`src/core/mult_pkg.sv`:
```
// Constants shared by the pipelined signed multiplier and its stage registers.
// Assumes a single rising-edge system clock and a classic Wishbone slave port.
package mult_pkg;
  // Operand and product widths
  localparam int OPERAND_W = 18;
  localparam int PRODUCT_W = 36;
  // Wishbone geometry
  localparam int WB_ADDR_W = 4;
  localparam int WB_DATA_W = 32;
  // Register byte offsets
  localparam logic [WB_ADDR_W-1:0] CTRL_OFF    = 4'h0;
  localparam logic [WB_ADDR_W-1:0] PROD_LO_OFF = 4'h4;
  localparam logic [WB_ADDR_W-1:0] PROD_HI_OFF = 4'h8;
  localparam logic [WB_ADDR_W-1:0] CHAIN_OFF   = 4'hC;
  // Control register fields
  localparam int CTRL_HOLD_CLEAR_BIT = 0;
  localparam int CTRL_W              = 1;
  localparam logic [CTRL_W-1:0] CTRL_RESET = 1'h0;
  // Bit position splitting the product into two words
  localparam int PROD_LO_W = 32;
  // Second operand source selection
  typedef enum logic { SRC_DIRECT, SRC_CASCADE } operand_src_t;
endpackage : mult_pkg

```
`src/core/stage_reg.sv`:
```
// One optional pipeline register with clock enable and synchronous clear.
// Assumes enable and clear already carry their final polarity.
`timescale 1ns/1ps
`default_nettype none
module stage_reg
  import mult_pkg::*;
#(
  parameter int         WIDTH   = 18,
  parameter logic       PRESENT = 1'h1
)(
  input  wire logic             clock,
  input  wire logic             reset,
  input  wire logic [WIDTH-1:0] d,
  input  wire logic             enable,
  input  wire logic             clear,
  output logic      [WIDTH-1:0] q
);
  // Width check at elaboration
  if (WIDTH < 1)
  begin : g_bad_width
    $error("stage_reg width must be at least one");
  end

  logic [WIDTH-1:0] val_r;    // Stored value
  logic [WIDTH-1:0] val_nxt;  // Next stored value

  // Clear wins over enable, enable loads, else hold
  always_comb
  begin
    if (clear || reset)
      val_nxt = '0;
    else if (enable)
      val_nxt = d;
    else
      val_nxt = val_r;
  end

  // Register only
  always_ff @(posedge clock)
  begin
    val_r <= val_nxt;
  end

  // Inserted or removed by a static setting
  assign q = PRESENT ? val_r : d;

  // Checks only meaningful with the register inserted
  if (PRESENT)
  begin : g_checks
    a_clear_to_zero: assert property (@(posedge clock) disable iff (reset)
      clear |=> (q == '0)) else $error("stage clear did not zero the register");
    a_enable_loads: assert property (@(posedge clock) disable iff (reset)
      (enable && !clear) |=> (q == $past(d))) else $error("stage did not load operand");
    a_idle_holds: assert property (@(posedge clock) disable iff (reset)
      (!enable && !clear) |=> $stable(q)) else $error("stage changed while disabled");
    c_load_then_clear: cover property (@(posedge clock) disable iff (reset)
      (enable && !clear) ##1 clear);
  end
  else
  begin : g_bypass
    a_bypass_path: assert property (@(posedge clock) disable iff (reset)
      q == d) else $error("removed stage is not a plain path");
  end
endmodule : stage_reg
`default_nettype wire

```
`src/core/signed_mult.sv`:
```
// Signed 18 x 18 multiplier with optional operand and product registers.
// Assumes surrounding logic on the same clock drives operands and controls;
// software reaches a small register set over classic Wishbone.
`timescale 1ns/1ps
`default_nettype none
// Notes on behaviour
// - Chain output shows applied second operand
// - Registered chain output changes only on edges
// - First register loads when enabled, not cleared
// - First register clear zeroes it, beats enable
// - Second register loads selected source operand
// - Second register clear zeroes it, beats enable
// - Product register loads product when enabled
// - Product register clear zeroes it, beats enable
// - Clock and six controls may be inverted
// - Full 36-bit signed product of operands
// - Static select: direct or chain operand
// - Each register inserted or removed statically
// - Registered product updates only on edges
module signed_mult
  import mult_pkg::*;
#(
  parameter logic         FIRST_REG_ON    = 1'h1,
  parameter logic         SECOND_REG_ON   = 1'h1,
  parameter logic         PRODUCT_REG_ON  = 1'h1,
  parameter operand_src_t SECOND_SRC      = SRC_DIRECT,
  parameter logic         INV_CLOCK       = 1'h0,
  parameter logic         INV_FIRST_EN    = 1'h0,
  parameter logic         INV_FIRST_CLR   = 1'h0,
  parameter logic         INV_SECOND_EN   = 1'h0,
  parameter logic         INV_SECOND_CLR  = 1'h0,
  parameter logic         INV_PRODUCT_EN  = 1'h0,
  parameter logic         INV_PRODUCT_CLR = 1'h0
)(
  input  wire logic                            clock,
  input  wire logic                            reset,
  input  wire logic signed [mult_pkg::OPERAND_W-1:0] first_operand,
  input  wire logic signed [mult_pkg::OPERAND_W-1:0] second_operand,
  input  wire logic signed [mult_pkg::OPERAND_W-1:0] chain_operand_in,
  input  wire logic                            first_reg_enable,
  input  wire logic                            first_reg_clear,
  input  wire logic                            second_reg_enable,
  input  wire logic                            second_reg_clear,
  input  wire logic                            product_reg_enable,
  input  wire logic                            product_reg_clear,
  output logic signed [mult_pkg::OPERAND_W-1:0] chain_operand_out,
  output logic signed [mult_pkg::PRODUCT_W-1:0] product,
  input  wire logic                            wb_cyc_i,
  input  wire logic                            wb_stb_i,
  input  wire logic                            wb_we_i,
  input  wire logic [mult_pkg::WB_ADDR_W-1:0]  wb_adr_i,
  input  wire logic [3:0]                      wb_sel_i,
  input  wire logic [mult_pkg::WB_DATA_W-1:0]  wb_dat_i,
  output logic      [mult_pkg::WB_DATA_W-1:0]  wb_dat_o,
  output logic                                 wb_ack_o
);
  import mult_pkg::*;

  // Effective clock after optional inversion
  logic reg_clock;  // Clock seen by every register
  assign reg_clock = clock ^ INV_CLOCK;

  // Controls after their static polarity setting
  logic first_en;     // First register enable, active high
  logic first_clr;    // First register clear, active high
  logic second_en;    // Second register enable, active high
  logic second_clr;   // Second register clear, active high
  logic product_en;   // Product register enable, active high
  logic product_clr;  // Product register clear, active high
  logic hold_clear;   // Software forced clear of all stages

  // Polarity applied before any register sees the signal
  assign first_en    = first_reg_enable ^ INV_FIRST_EN;
  assign first_clr   = (first_reg_clear ^ INV_FIRST_CLR) | hold_clear;
  assign second_en   = second_reg_enable ^ INV_SECOND_EN;
  assign second_clr  = (second_reg_clear ^ INV_SECOND_CLR) | hold_clear;
  assign product_en  = product_reg_enable ^ INV_PRODUCT_EN;
  assign product_clr = (product_reg_clear ^ INV_PRODUCT_CLR) | hold_clear;

  // Second operand source, fixed at build time
  logic signed [OPERAND_W-1:0] second_sel;  // Selected raw second operand
  assign second_sel = (SECOND_SRC == SRC_CASCADE) ? chain_operand_in : second_operand;

  // Operand stages
  logic signed [OPERAND_W-1:0] first_used;   // Operand applied to multiplier
  logic signed [OPERAND_W-1:0] second_used;  // Operand applied to multiplier

  stage_reg #(.WIDTH(OPERAND_W), .PRESENT(FIRST_REG_ON)) u_first_input_reg (
    .clock  (reg_clock),
    .reset  (reset),
    .d      (first_operand),
    .enable (first_en),
    .clear  (first_clr),
    .q      (first_used)
  );

  stage_reg #(.WIDTH(OPERAND_W), .PRESENT(SECOND_REG_ON)) u_second_input_reg (
    .clock  (reg_clock),
    .reset  (reset),
    .d      (second_sel),
    .enable (second_en),
    .clear  (second_clr),
    .q      (second_used)
  );

  // Chain output is whatever feeds the multiplier
  assign chain_operand_out = second_used;

  // Full precision signed product
  logic signed [PRODUCT_W-1:0] raw_product;  // Combinational product
  // Operands widened first so the product keeps all 36 bits
  assign raw_product = PRODUCT_W'(first_used) * PRODUCT_W'(second_used);

  stage_reg #(.WIDTH(PRODUCT_W), .PRESENT(PRODUCT_REG_ON)) u_product_reg (
    .clock  (reg_clock),
    .reset  (reset),
    .d      (raw_product),
    .enable (product_en),
    .clear  (product_clr),
    .q      (product)
  );

  // Wishbone slave state
  logic [CTRL_W-1:0]    ctrl_r;    // Control register
  logic [CTRL_W-1:0]    ctrl_nxt;
  logic                 ack_r;     // Bus acknowledge
  logic                 ack_nxt;
  logic [WB_DATA_W-1:0] rdata_r;   // Read data
  logic [WB_DATA_W-1:0] rdata_nxt;
  logic                 access;    // New request this cycle

  assign hold_clear = ctrl_r[CTRL_HOLD_CLEAR_BIT];
  assign access     = wb_cyc_i && wb_stb_i && !ack_r;

  // Decode, write and read mux
  always_comb
  begin
    ctrl_nxt  = ctrl_r;
    ack_nxt   = access;
    rdata_nxt = rdata_r;
    if (access)
    begin
      rdata_nxt = '0;
      unique case (wb_adr_i)
        CTRL_OFF:
        begin
          // Only lane 0 holds writable bits
          if (wb_we_i && wb_sel_i[0])
            ctrl_nxt = wb_dat_i[CTRL_W-1:0];
          rdata_nxt[CTRL_W-1:0] = ctrl_r;
        end
        PROD_LO_OFF:
          rdata_nxt = product[PROD_LO_W-1:0];
        PROD_HI_OFF:
          rdata_nxt[PRODUCT_W-PROD_LO_W-1:0] = product[PRODUCT_W-1:PROD_LO_W];
        CHAIN_OFF:
          rdata_nxt[OPERAND_W-1:0] = chain_operand_out;
        default:
          rdata_nxt = '0;  // Unmapped reads zero, writes ignored
      endcase
    end
  end

  // Register only
  always_ff @(posedge reg_clock)
  begin
    if (reset)
    begin
      ctrl_r  <= CTRL_RESET;
      ack_r   <= 1'h0;
      rdata_r <= '0;
    end
    else
    begin
      ctrl_r  <= ctrl_nxt;
      ack_r   <= ack_nxt;
      rdata_r <= rdata_nxt;
    end
  end

  assign wb_ack_o = ack_r;
  assign wb_dat_o = rdata_r;

  // Checks on the datapath and bus
  if (!SECOND_REG_ON)
  begin : g_chain_comb
    a_chain_follows: assert property (@(posedge reg_clock) disable iff (reset)
      chain_operand_out == second_sel) else $error("chain output not the selected operand");
  end
  else
  begin : g_chain_reg
    a_chain_on_edge: assert property (@(posedge reg_clock) disable iff (reset)
      (second_en && !second_clr) |=> chain_operand_out == $past(second_sel))
      else $error("registered chain output wrong");
  end

  if (!PRODUCT_REG_ON)
  begin : g_prod_comb
    a_product_exact: assert property (@(posedge reg_clock) disable iff (reset)
      product == first_used * second_used) else $error("product not full precision");
  end
  else
  begin : g_prod_reg
    a_product_update: assert property (@(posedge reg_clock) disable iff (reset)
      (!product_en && !product_clr) |=> $stable(product)) else $error("product moved idle");
  end

  a_source_select: assert property (@(posedge reg_clock) disable iff (reset)
    second_sel == ((SECOND_SRC == SRC_CASCADE) ? chain_operand_in : second_operand))
    else $error("wrong second operand source");
  a_ack_single: assert property (@(posedge reg_clock) disable iff (reset)
    wb_ack_o |=> !wb_ack_o) else $error("ack held longer than one cycle");
  a_ack_follows: assert property (@(posedge reg_clock) disable iff (reset)
    (wb_cyc_i && wb_stb_i && !wb_ack_o) |=> wb_ack_o) else $error("ack late");

  c_bus_write: cover property (@(posedge reg_clock) disable iff (reset)
    wb_ack_o && wb_we_i);
  c_hold_clear: cover property (@(posedge reg_clock) disable iff (reset)
    hold_clear ##1 !hold_clear);
  c_neg_product: cover property (@(posedge reg_clock) disable iff (reset)
    product[PRODUCT_W-1]);
endmodule : signed_mult
`default_nettype wire

```
`config.mk`:
```
export PLATFORM = sky130hd
export DESIGN_NAME = signed_mult
export DESIGN_NICKNAME = d
export VERILOG_FILES = /design/src/core/mult_pkg.sv /design/src/core/stage_reg.sv /design/src/core/signed_mult.sv
export SDC_FILE = /design/constraint.sdc
export NUM_CORES = 1
export LEC_CHECK = 0
export ABC_AREA = 1
export BUFFER_PORTS_ARGS = -buffer_cell sky130_fd_sc_hd__buf_2
export CAP_MARGIN = 20
export CORE_MARGIN = 8
export CORE_UTILIZATION = 40
export CTS_BUF_LIST = sky130_fd_sc_hd__clkbuf_8
export DETAILED_ROUTE_END_ITERATION = 8
export GPL_TIMING_DRIVEN = 0
export PLACE_DENSITY = 0.54
export RECOVER_POWER = 25
export SLEW_MARGIN = 10
export SYNTH_ARGS = -nofsm -noshare
export SYNTH_HDL_FRONTEND = slang
export SYNTH_SLANG_ARGS = --single-unit
```
`constraint.sdc`:
```
create_clock -name clock -period 7.73 [get_ports clock]
set_input_delay 1.1595 -clock clock [delete_from_list [all_inputs] [get_ports clock]]
set_output_delay 1.1595 -clock clock [all_outputs]
set_load 0.005 [all_outputs]
```
==> impl_metrics.csv, run 1 <==
group,metric,value,unit
timing,finalMaxSlewViolations,0,
critical_path,crit_type,"flip-flop to flip-flop",
synth,syn_area_per_cell,7.27,sq um
synth,yosys_register_bits,106,
floorplanning,start_util,40.5,%
final_layout,final_common_cell,"inv_1",
final_layout,syn_to_final_growth,9.26,%
final_layout,nets,3068,
synth,syn_nets,2920,
worst_hold_path,hp-class,"flip-flop to flip-flop",
clock_network,post-cts-setup-buffer-count,0,
worst_hold_path,holdPathStages,2,
pwr,p_leak,11.5,nW
clock_network,clkTransAtPathRegs,110,ps
grt,grt_pass1_wl,93400,um
synth,yosys.area.top_type,"fa_1",
timing,fin_skew,23.4,ps
grt,grt_start_max_net_pins,20,
clock_network,tritoncts,"built",
grt,grt_busiest_layer,"met2",
grt,gr-usage-met3,3.69,%
synth,synth_cells,2393,
floorplanning,die_h,225,um
final_layout,num-fill-cells,4597,
worst_hold_path,hold_end,"wb_dat_o[3]",
clock_network,clk-insertion-delay-late,440,ps
synth,ys_seq_area_share,12.2,%
clock_network,cts_max_path_buffers,2,
timing,tns,0,ps
worst_hold_path,min-delay-start,"wb_dat_o[3]",
floorplanning,fp.coreArea,0.0430,sq mm
routing,via_count,15100,
final_layout,antenna-diode-count,0,
synth,synth_area_leaders,"fa_1, inv_1, nand2_1",
timing,slew_headroom,18.9,%
grt,use_met1,32.7,%
grt,antenna_found_initial,1,
routing,wirelength,59700,um
pwr,p_total,1.34,mW
timing,finalSetupViolations,0,
clock_network,clock-sinks,106,
synth,ys_types,36,
routing,antenna_left,0,
placed_design,hpwl,50300,um
routing,drc,0,
pwr,peakVddDrop,0.0875,mV
critical_path,crit_arrival,7580,ps
timing,hold_viol_final,0,
final_layout,drive_above_1_share,6.91,%
floorplanning,rows,76,
grt,grt_pass1_vias,16000,
clock_network,ctsResizeCount,0,
final_layout,layout_common_cells,"inv_1, nand2_1, fa_1",
clock_network,cts_root_buf,"clkbuf_8",
critical_path,r2r-end,"u_product_reg.q[35]",
routing,viasPerCell,4.81,
pwr,power_density,70.3,mW/mm^2
critical_path,r2r_start,"u_second_input_reg.q[7]",
critical_path,crit_path_start_kind,"flip-flop",
clock_network,htree_levels,3,
critical_path,r2r_cells,22,
floorplanning,die_w,225,um
job,drv_cap,0,
timing,finalCritPeriodShare,93.9,%
final_layout,final_area,0.0190,sq mm
floorplanning,io_pins,192,
timing,period_minus_slack,7260,ps
routing,dr.pass1.iters,5,
synth,synthDominantCellAreaShare,37.8,%
placed_design,portBuffers,137,
routing,drtIter0Drc,1144,
critical_path,ff2ff_setup_slack,470,ps
placed_design,pre_cts_ws,530,ps
timing,holdWs,474,ps
clock_network,ctsHoldBuffers,0,
synth,syn_area,0.0174,sq mm
grt,grt-ovfl-total,0,
grt,grtUsageMet2,40.6,%
grt,track_usage,24.4,%
clock_network,cts_made_buffers,9,
timing,worst_slack,474,ps
routing,wl_per_cell,19.1,um
synth,yosys_warnings,0,
timing,fmax,138,MHz
run_status,status,"finished, final reports clean",
critical_path,end_kind,"flip-flop",
placed_design,routabilityCongestion,0.917,
critical_path,worstPathRequired,8060,ps
floorplanning,dieArea,0.0505,sq mm
critical_path,cp_max_fo,10,
placed_design,dpl-instance-area,0.0188,sq mm
timing,worstMarginPinSlew,1220,ps
timing,rsz0062_at_grt,"false",
-- layout make-up --
cell class | instances | area, sq um | area share, %
plain buffers | 106 | 412 | 2.16
clock buffers | 9 | 124 | 0.651
clock inverters | 7 | 86.3 | 0.454
inverters | 724 | 2720 | 14.3
multi-input cells | 1457 | 12100 | 63.8
flip-flops and latches | 106 | 2120 | 11.2
well taps | 585 | 732 | 3.85
repair buffers | 137 | 683 | 3.59
-- how the worst max path moves through the flow --
stage                            startpoint                  end  slack (ps)
floorplan           u_second_input_reg.q[4]  u_product_reg.q[27]        2040
global placement    u_second_input_reg.q[7]  u_product_reg.q[35]         490
detailed placement  u_second_input_reg.q[8]  u_product_reg.q[35]         530
CTS                 u_second_input_reg.q[8]  u_product_reg.q[35]         500
global route        u_second_input_reg.q[8]  u_product_reg.q[35]         150
finish              u_second_input_reg.q[7]  u_product_reg.q[35]         470
-- registers in the layout, summed over array words and instances (netlist names) --
register	cells
wb_ack_o	1
wb_dat_o	32
u_product_reg.q	36
ctrl_r	1
u_first_input_reg.q	18
u_second_input_reg.q	18
-- per-layer routing --
layer	vias up	wire length [um]
met2	480	28400
met3	83	3720
met5	-	0
met4	0	1830
met1	7452	25800
li1	7049	-
-- critical path, stage by stage (launching register included) --
cell and delay, ps:
dfxtp_1 370, clkbuf_1 670, clkbuf_1 780, nand2_1 240, fa_1 560, inv_1 70
fa_1 840, fa_1 540, fa_1 500, fa_1 500, inv_1 50, fa_1 480
inv_1 40, ha_1 390, nand2_1 170, nor2_1 260, nand2_1 150, nor2_1 110
nand2_1 60, nand2_1 70, nor2_1 50, nor2_1 190, nor2_1 60
-- synthesized netlist by cell type --
library cell,instances
fa_1,329
a211oi_1,1
nand3_1,44
nor3_1,4
o22ai_1,13
buf_1,19
o21a_1,1
o21bai_1,4
nor3_2,3
ha_1,93
clkinv_1,2
o2111ai_1,1
nand3_2,3
buf_2,15
xor2_1,15
inv_1,718
inv_2,4
or2_1,1
nand4_1,6
nor2_2,4
nand2_2,3
dfxtp_1,106
o21ai_0,48
buf_6,1
and2_1,2
xnor2_1,2
nor2_1,173
a21oi_1,94
a21o_1,1
nand3b_1,4
or2_2,3
o221ai_1,2
o21ai_1,8
nor4_1,1
nand2_1,594
clkbuf_1,71
-- power by group --
group          switching, mW  internal [mW]  leakage [nW]  total, mW
sequential            0.0140          0.567         0.865      0.581
clock                  0.241          0.156         0.106      0.397
combinational          0.245          0.113          10.5      0.358
-- through the flow --
stage,util [%],std cells
finish,44.3,3131
global route,44.3,3131
detailed placement,43.8,3115
CTS,44.3,3131
floorplan,-,2393
global placement,43.8,3115
-- kinds of logic (layout without fill, tap and decap cells) --
kind of cell	after synthesis	in the layout	share of synthesized area, %
AO/OA/AOI/OAI	173	173	5.23
AND/OR/NAND/NOR	845	845	19.2
flip-flops	106	106	12.2
adder cells (fa/ha/maj)	422	422	44.5
buffers and inverters	830	983	18.0
XOR/XNOR	17	17	0.855
Note: power is estimated with default switching activity, not from simulation.
==> run 2, diff against run 1 <==
==> constraint.sdc (replaced) <==
create_clock -name clock -period 7.73 [get_ports clock]
set_input_delay 0.773 -clock clock [delete_from_list [all_inputs] [get_ports clock]]
set_output_delay 0.773 -clock clock [all_outputs]
set_load 0.005 [all_outputs]
==> run 2 against run 1 <==
Global-route usage stayed put. Wire length hardly changed. Setup slack better by 5.6 ps. Non-clock buffer count stayed put. Register-to-register slack hardly changed. Critical endpoint unchanged. Highest routed layer unchanged.
==> impl_metrics.csv, run 2 (synthesized netlist as in run 1, its figures left out) <==
group,metric,value,unit
final_layout,drive_above_1_share,6.87,%
clock_network,cts_max_path_buffers,2,
critical_path,worstPathRequired,8060,ps
pwr,p_int,837,uW
timing,tns,0,ps
pwr,power_switching,500,uW
clock_network,ctsHoldBuffers,0,
final_layout,syn_to_final_growth,9.26,%
grt,grt_pass1_vias,16000,
routing,antenna_left,0,
placed_design,routabilityCongestion,0.917,
critical_path,crit_type,"flip-flop to flip-flop",
placed_design,portBuffers,137,
timing,finalSetupViolations,0,
pwr,p_total,1.34,mW
critical_path,end_kind,"flip-flop",
placed_design,pre_cts_ws,530,ps
run_status,status,"finished, final reports clean",
routing,dr.pass1.iters,5,
floorplanning,die_h,225,um
timing,rsz0062_at_grt,"false",
floorplanning,die_w,225,um
timing,finalCritPeriodShare,93.8,%
clock_network,tritoncts,"built",
placed_design,dpl-instance-area,0.0188,sq mm
clock_network,cts_made_buffers,9,
timing,slew_headroom,18.9,%
pwr,p_sw_share,37.4,%
final_layout,antenna-diode-count,0,
routing,via_count,15100,
pwr,peakVddDrop,0.0875,mV
clock_network,post-cts-setup-buffer-count,0,
floorplanning,fp.coreArea,0.0430,sq mm
final_layout,final_area,0.0190,sq mm
final_layout,nets,3068,
final_layout,largest_reg_flops,36,
clock_network,clk-insertion-delay-late,440,ps
pwr,power_density,70.3,mW/mm^2
critical_path,crit_path_start_kind,"flip-flop",
grt,grt_start_max_net_pins,20,
timing,fin_skew,24.3,ps
final_layout,fin_cells,3131,
clock_network,clkTransAtPathRegs,110,ps
clock_network,cts_root_buf,"clkbuf_8",
final_layout,final_common_cell,"inv_1",
routing,wirelength,59700,um
clock_network,clock-sinks,106,
final_layout,num-fill-cells,4597,
timing,worstMarginPinSlew,1220,ps
final_layout,layout_common_cells,"inv_1, nand2_1, fa_1",
critical_path,cp_max_fo,10,
pwr,power.share.combinational,26.8,%
floorplanning,rows,76,
grt,grt_pass1_wl,93400,um
timing,holdWs,473,ps
worst_hold_path,hp-class,"flip-flop to flip-flop",
floorplanning,start_util,40.5,%
routing,drtIter0Drc,1151,
placed_design,placed_cells,3115,
placed_design,hpwl,50300,um
pwr,pwr-share-clk,29.7,%
pwr,sequentialPowerShare,43.5,%
job,drv_cap,0,
clock_network,htree_levels,3,
timing,fmax,138,MHz
grt,track_usage,24.4,%
routing,viasPerCell,4.81,
grt,antenna_found_initial,1,
pwr,p_leak,11.5,nW
floorplanning,io_pins,192,
final_layout,final_util,44.3,%
grt,grt-ovfl-total,0,
timing,worst_slack,480,ps
clock_network,ctsResizeCount,0,
routing,drc,0,
timing,hold_viol_final,0,
timing,period_minus_slack,7250,ps
routing,wl_per_cell,19.1,um
floorplanning,dieArea,0.0505,sq mm
timing,finalMaxSlewViolations,0,
critical_path,crit_arrival,7580,ps
==> run 2: cell count changes in the layout (fill, tap and decap cells not counted), sizes merged <==
cell	delta
buf	-1
clkbuf	+1
==> run 2: power by group through the flow <==
stage | clock [mW] | combinational [mW] | sequential, mW
after detailed placement | 0 | 0.356 | 0.593
after floorplan | 0 | 0.200 | 0.591
after CTS | 0.405 | 0.361 | 0.581
after global placement | 0 | 0.356 | 0.593
after global routing | 0.426 | 0.396 | 0.583
final | 0.397 | 0.358 | 0.581
==> run 2: final timing paths <==
path / startpoint / end / slack, ps / cells past startpoint
worst max-delay path: u_second_input_reg.q[7] / u_product_reg.q[35] / 480 / 22
worst min register to register: wb_dat_o[3] / wb_dat_o[3] / 470 / 2
worst min-delay path: wb_dat_o[3] / wb_dat_o[3] / 470 / 2
worst max register to register: u_second_input_reg.q[7] / u_product_reg.q[35] / 480 / 22
==> run 2: area by class of cell <==
class	count	area [sq um]	share of cell area, %
Buffer	106	412	2.16
Clock buffer	9	124	0.651
Clock inverter	7	86.3	0.454
Inverter	724	2720	14.3
Multi-Input combinational cell	1457	12100	63.9
Sequential cell	106	2120	11.2
Tap cell	585	732	3.85
Timing Repair Buffer	137	682	3.59
==> run 2: per-layer routing <==
layer / GRT usage [%] / up-vias / part of all wire (%)
met5: 0 / - / 0
met4: 7.17 / 0 / 3.1
met3: 3.69 / 85 / 6.2
met2: 40.6 / 480 / 48
met1: 32.7 / 7454 / 43
li1: - / 7048 / -
==> run 2: critical path, cell delays in order (launching register included) <==
cell and delay, ps:
dfxtp_1 370, clkbuf_1 670, clkbuf_1 780, nand2_1 240
fa_1 560, inv_1 70, fa_1 840, fa_1 540
fa_1 500, fa_1 500, inv_1 50, fa_1 480
inv_1 40, ha_1 390, nand2_1 170, nor2_1 250
nand2_1 150, nor2_1 110, nand2_1 60, nand2_1 70
nor2_1 50, nor2_1 190, nor2_1 60
==> run 3, diff against run 2 <==
--- a/config.mk
+++ b/config.mk
@@ -8,12 +8,14 @@
 export ABC_AREA = 1
 export BUFFER_PORTS_ARGS = -buffer_cell sky130_fd_sc_hd__buf_2
 export CAP_MARGIN = 20
+export CELL_PAD_IN_SITES_DETAIL_PLACEMENT = 1
+export CELL_PAD_IN_SITES_GLOBAL_PLACEMENT = 1
 export CORE_MARGIN = 8
 export CORE_UTILIZATION = 40
 export CTS_BUF_LIST = sky130_fd_sc_hd__clkbuf_8
 export DETAILED_ROUTE_END_ITERATION = 8
 export GPL_TIMING_DRIVEN = 0
-export PLACE_DENSITY = 0.54
+export PLACE_DENSITY = 0.71
 export RECOVER_POWER = 25
 export SLEW_MARGIN = 10
 export SYNTH_ARGS = -nofsm -noshare
==> run 3 against run 2 <==
Via count up 1.5%. Utilization about the same. Worst hold slack better by 15 ps. Wire length up 0.80%. Die area unchanged. Clock skew down 4.8 ps. Maximum frequency down 2.3%. Clock-buffer cell count unchanged. Critical path depth up 1. First-iteration DRC count down 26%. Setup slack worse by 170 ps. Sequential power about the same. Largest cell class unchanged. Largest power group unchanged.
==> impl_metrics.csv, run 3 (synthesized netlist as in run 1, its figures left out) <==
group,metric,value,unit
run_status,status,"finished, final reports clean",
floorplanning,fp.coreArea,0.0430,sq mm
routing,wirelength,60200,um
timing,period_minus_slack,7420,ps
pwr,p_total,1.36,mW
floorplanning,die_h,225,um
final_layout,final_common_cell,"inv_1",
critical_path,cp_max_fo,10,
clock_network,post-cts-setup-buffer-count,0,
timing,rsz0062_at_grt,"false",
clock_network,cts_made_buffers,9,
grt,grt_pass1_wl,95400,um
clock_network,clkTransAtPathRegs,130,ps
routing,drtIter0Drc,853,
clock_network,cts_root_buf,"clkbuf_8",
timing,fin_skew,19.5,ps
pwr,power_density,71.4,mW/mm^2
floorplanning,dieArea,0.0505,sq mm
timing,finalCritPeriodShare,96.0,%
floorplanning,start_util,40.5,%
final_layout,layout_common_cells,"inv_1, nand2_1, fa_1",
routing,drc,0,
timing,slew_headroom,31.8,%
clock_network,ctsResizeCount,0,
routing,antenna_left,0,
grt,grt_pass1_vias,17400,
routing,via_count,15300,
worst_hold_path,hp-class,"flip-flop to flip-flop",
clock_network,clock-sinks,106,
routing,viasPerCell,4.88,
job,drv_cap,0,
grt,grt-ovfl-total,0,
placed_design,hpwl,51800,um
floorplanning,rows,76,
clock_network,cts_max_path_buffers,2,
grt,antenna_found_initial,1,
timing,finalSetupViolations,0,
floorplanning,io_pins,192,
grt,grt_start_max_net_pins,22,
floorplanning,die_w,225,um
final_layout,syn_to_final_growth,9.37,%
pwr,p_leak,11.5,nW
clock_network,ctsHoldBuffers,0,
routing,dr.pass1.iters,5,
timing,hold_viol_final,0,
final_layout,nets,3068,
placed_design,portBuffers,137,
final_layout,largest_reg_flops,36,
critical_path,crit_type,"flip-flop to flip-flop",
critical_path,worstPathRequired,8070,ps
timing,tns,0,ps
clock_network,tritoncts,"built",
timing,worstMarginPinSlew,1020,ps
critical_path,crit_path_start_kind,"flip-flop",
final_layout,num-fill-cells,5624,
timing,finalMaxSlewViolations,0,
placed_design,routabilityCongestion,0.905,
critical_path,end_kind,"flip-flop",
routing,wl_per_cell,19.2,um
grt,track_usage,24.6,%
clock_network,clk-insertion-delay-late,440,ps
timing,fmax,135,MHz
clock_network,htree_levels,3,
final_layout,drive_above_1_share,6.99,%
pwr,peakVddDrop,0.101,mV
critical_path,crit_arrival,7760,ps
==> run 3: final timing paths <==
| check | slack [ps] | cells after the start | end | from |
|---|---|---|---|---|
| max | 310 | 23 | u_product_reg.q[35] | u_second_input_reg.q[4] |
| min | 490 | 2 | wb_dat_o[3] | wb_dat_o[3] |
| max reg2reg | 310 | 23 | u_product_reg.q[35] | u_second_input_reg.q[4] |
| min reg2reg | 490 | 2 | wb_dat_o[3] | wb_dat_o[3] |
==> run 3: final cells by class <==
type                    instances  area (sq um)  area share, %
inverters                     724          2720           14.3
plain buffers                 106           413           2.17
diodes                          1          2.50         0.0131
clock inverters                 7           100          0.526
multi-input cells            1457         12100           63.8
clock buffers                   9           124          0.651
flip-flops and latches        106          2120           11.1
repair buffers                137           684           3.59
well taps                     585           732           3.84
==> run 3: power breakdown <==
part | internal [mW] | switching [mW]
Sequential | 0.568 | 0.0133
Combinational | 0.111 | 0.234
Clock | 0.163 | 0.270
==> run 3: layer usage <==
layer	share of wire (%)	routed length (um)	global-route usage, %
met1	41	24800	29.9
met2	51	30900	44.9
met3	4.0	2400	2.10
met4	3.5	2100	8.99
met5	0	0	0
==> run 3: critical path: stages, from the launching register on <==
cell and delay [ps]:
dfxtp_1 340, clkbuf_1 630, buf_1 610, nand2_1 230
fa_1 570, inv_1 150, fa_1 1030, fa_1 570
fa_1 520, fa_1 500, inv_1 50, fa_1 500
inv_1 50, ha_1 350, a21oi_1 270, nand2_1 120
inv_1 70, nand2_1 90, a21oi_1 140, nand2_1 90
nand2_1 70, nand2_1 50, nor2_1 260, nor2_1 60
==> run 3: metrics by stage <==
stage	hold slack (ps)	setup WS (ps)	cells	instance area, sq um	utilization (%)
4_1_cts	484	340	3131	19000	44.3
2_1_floorplan	461	2040	2393	17400	-
3_5_place_dp	465	351	3115	18800	43.8
3_3_place_gp	460	450	3115	18800	43.8
5_1_grt	506	8.71	3132	19000	44.3
6_report	488	305	3132	19000	44.3
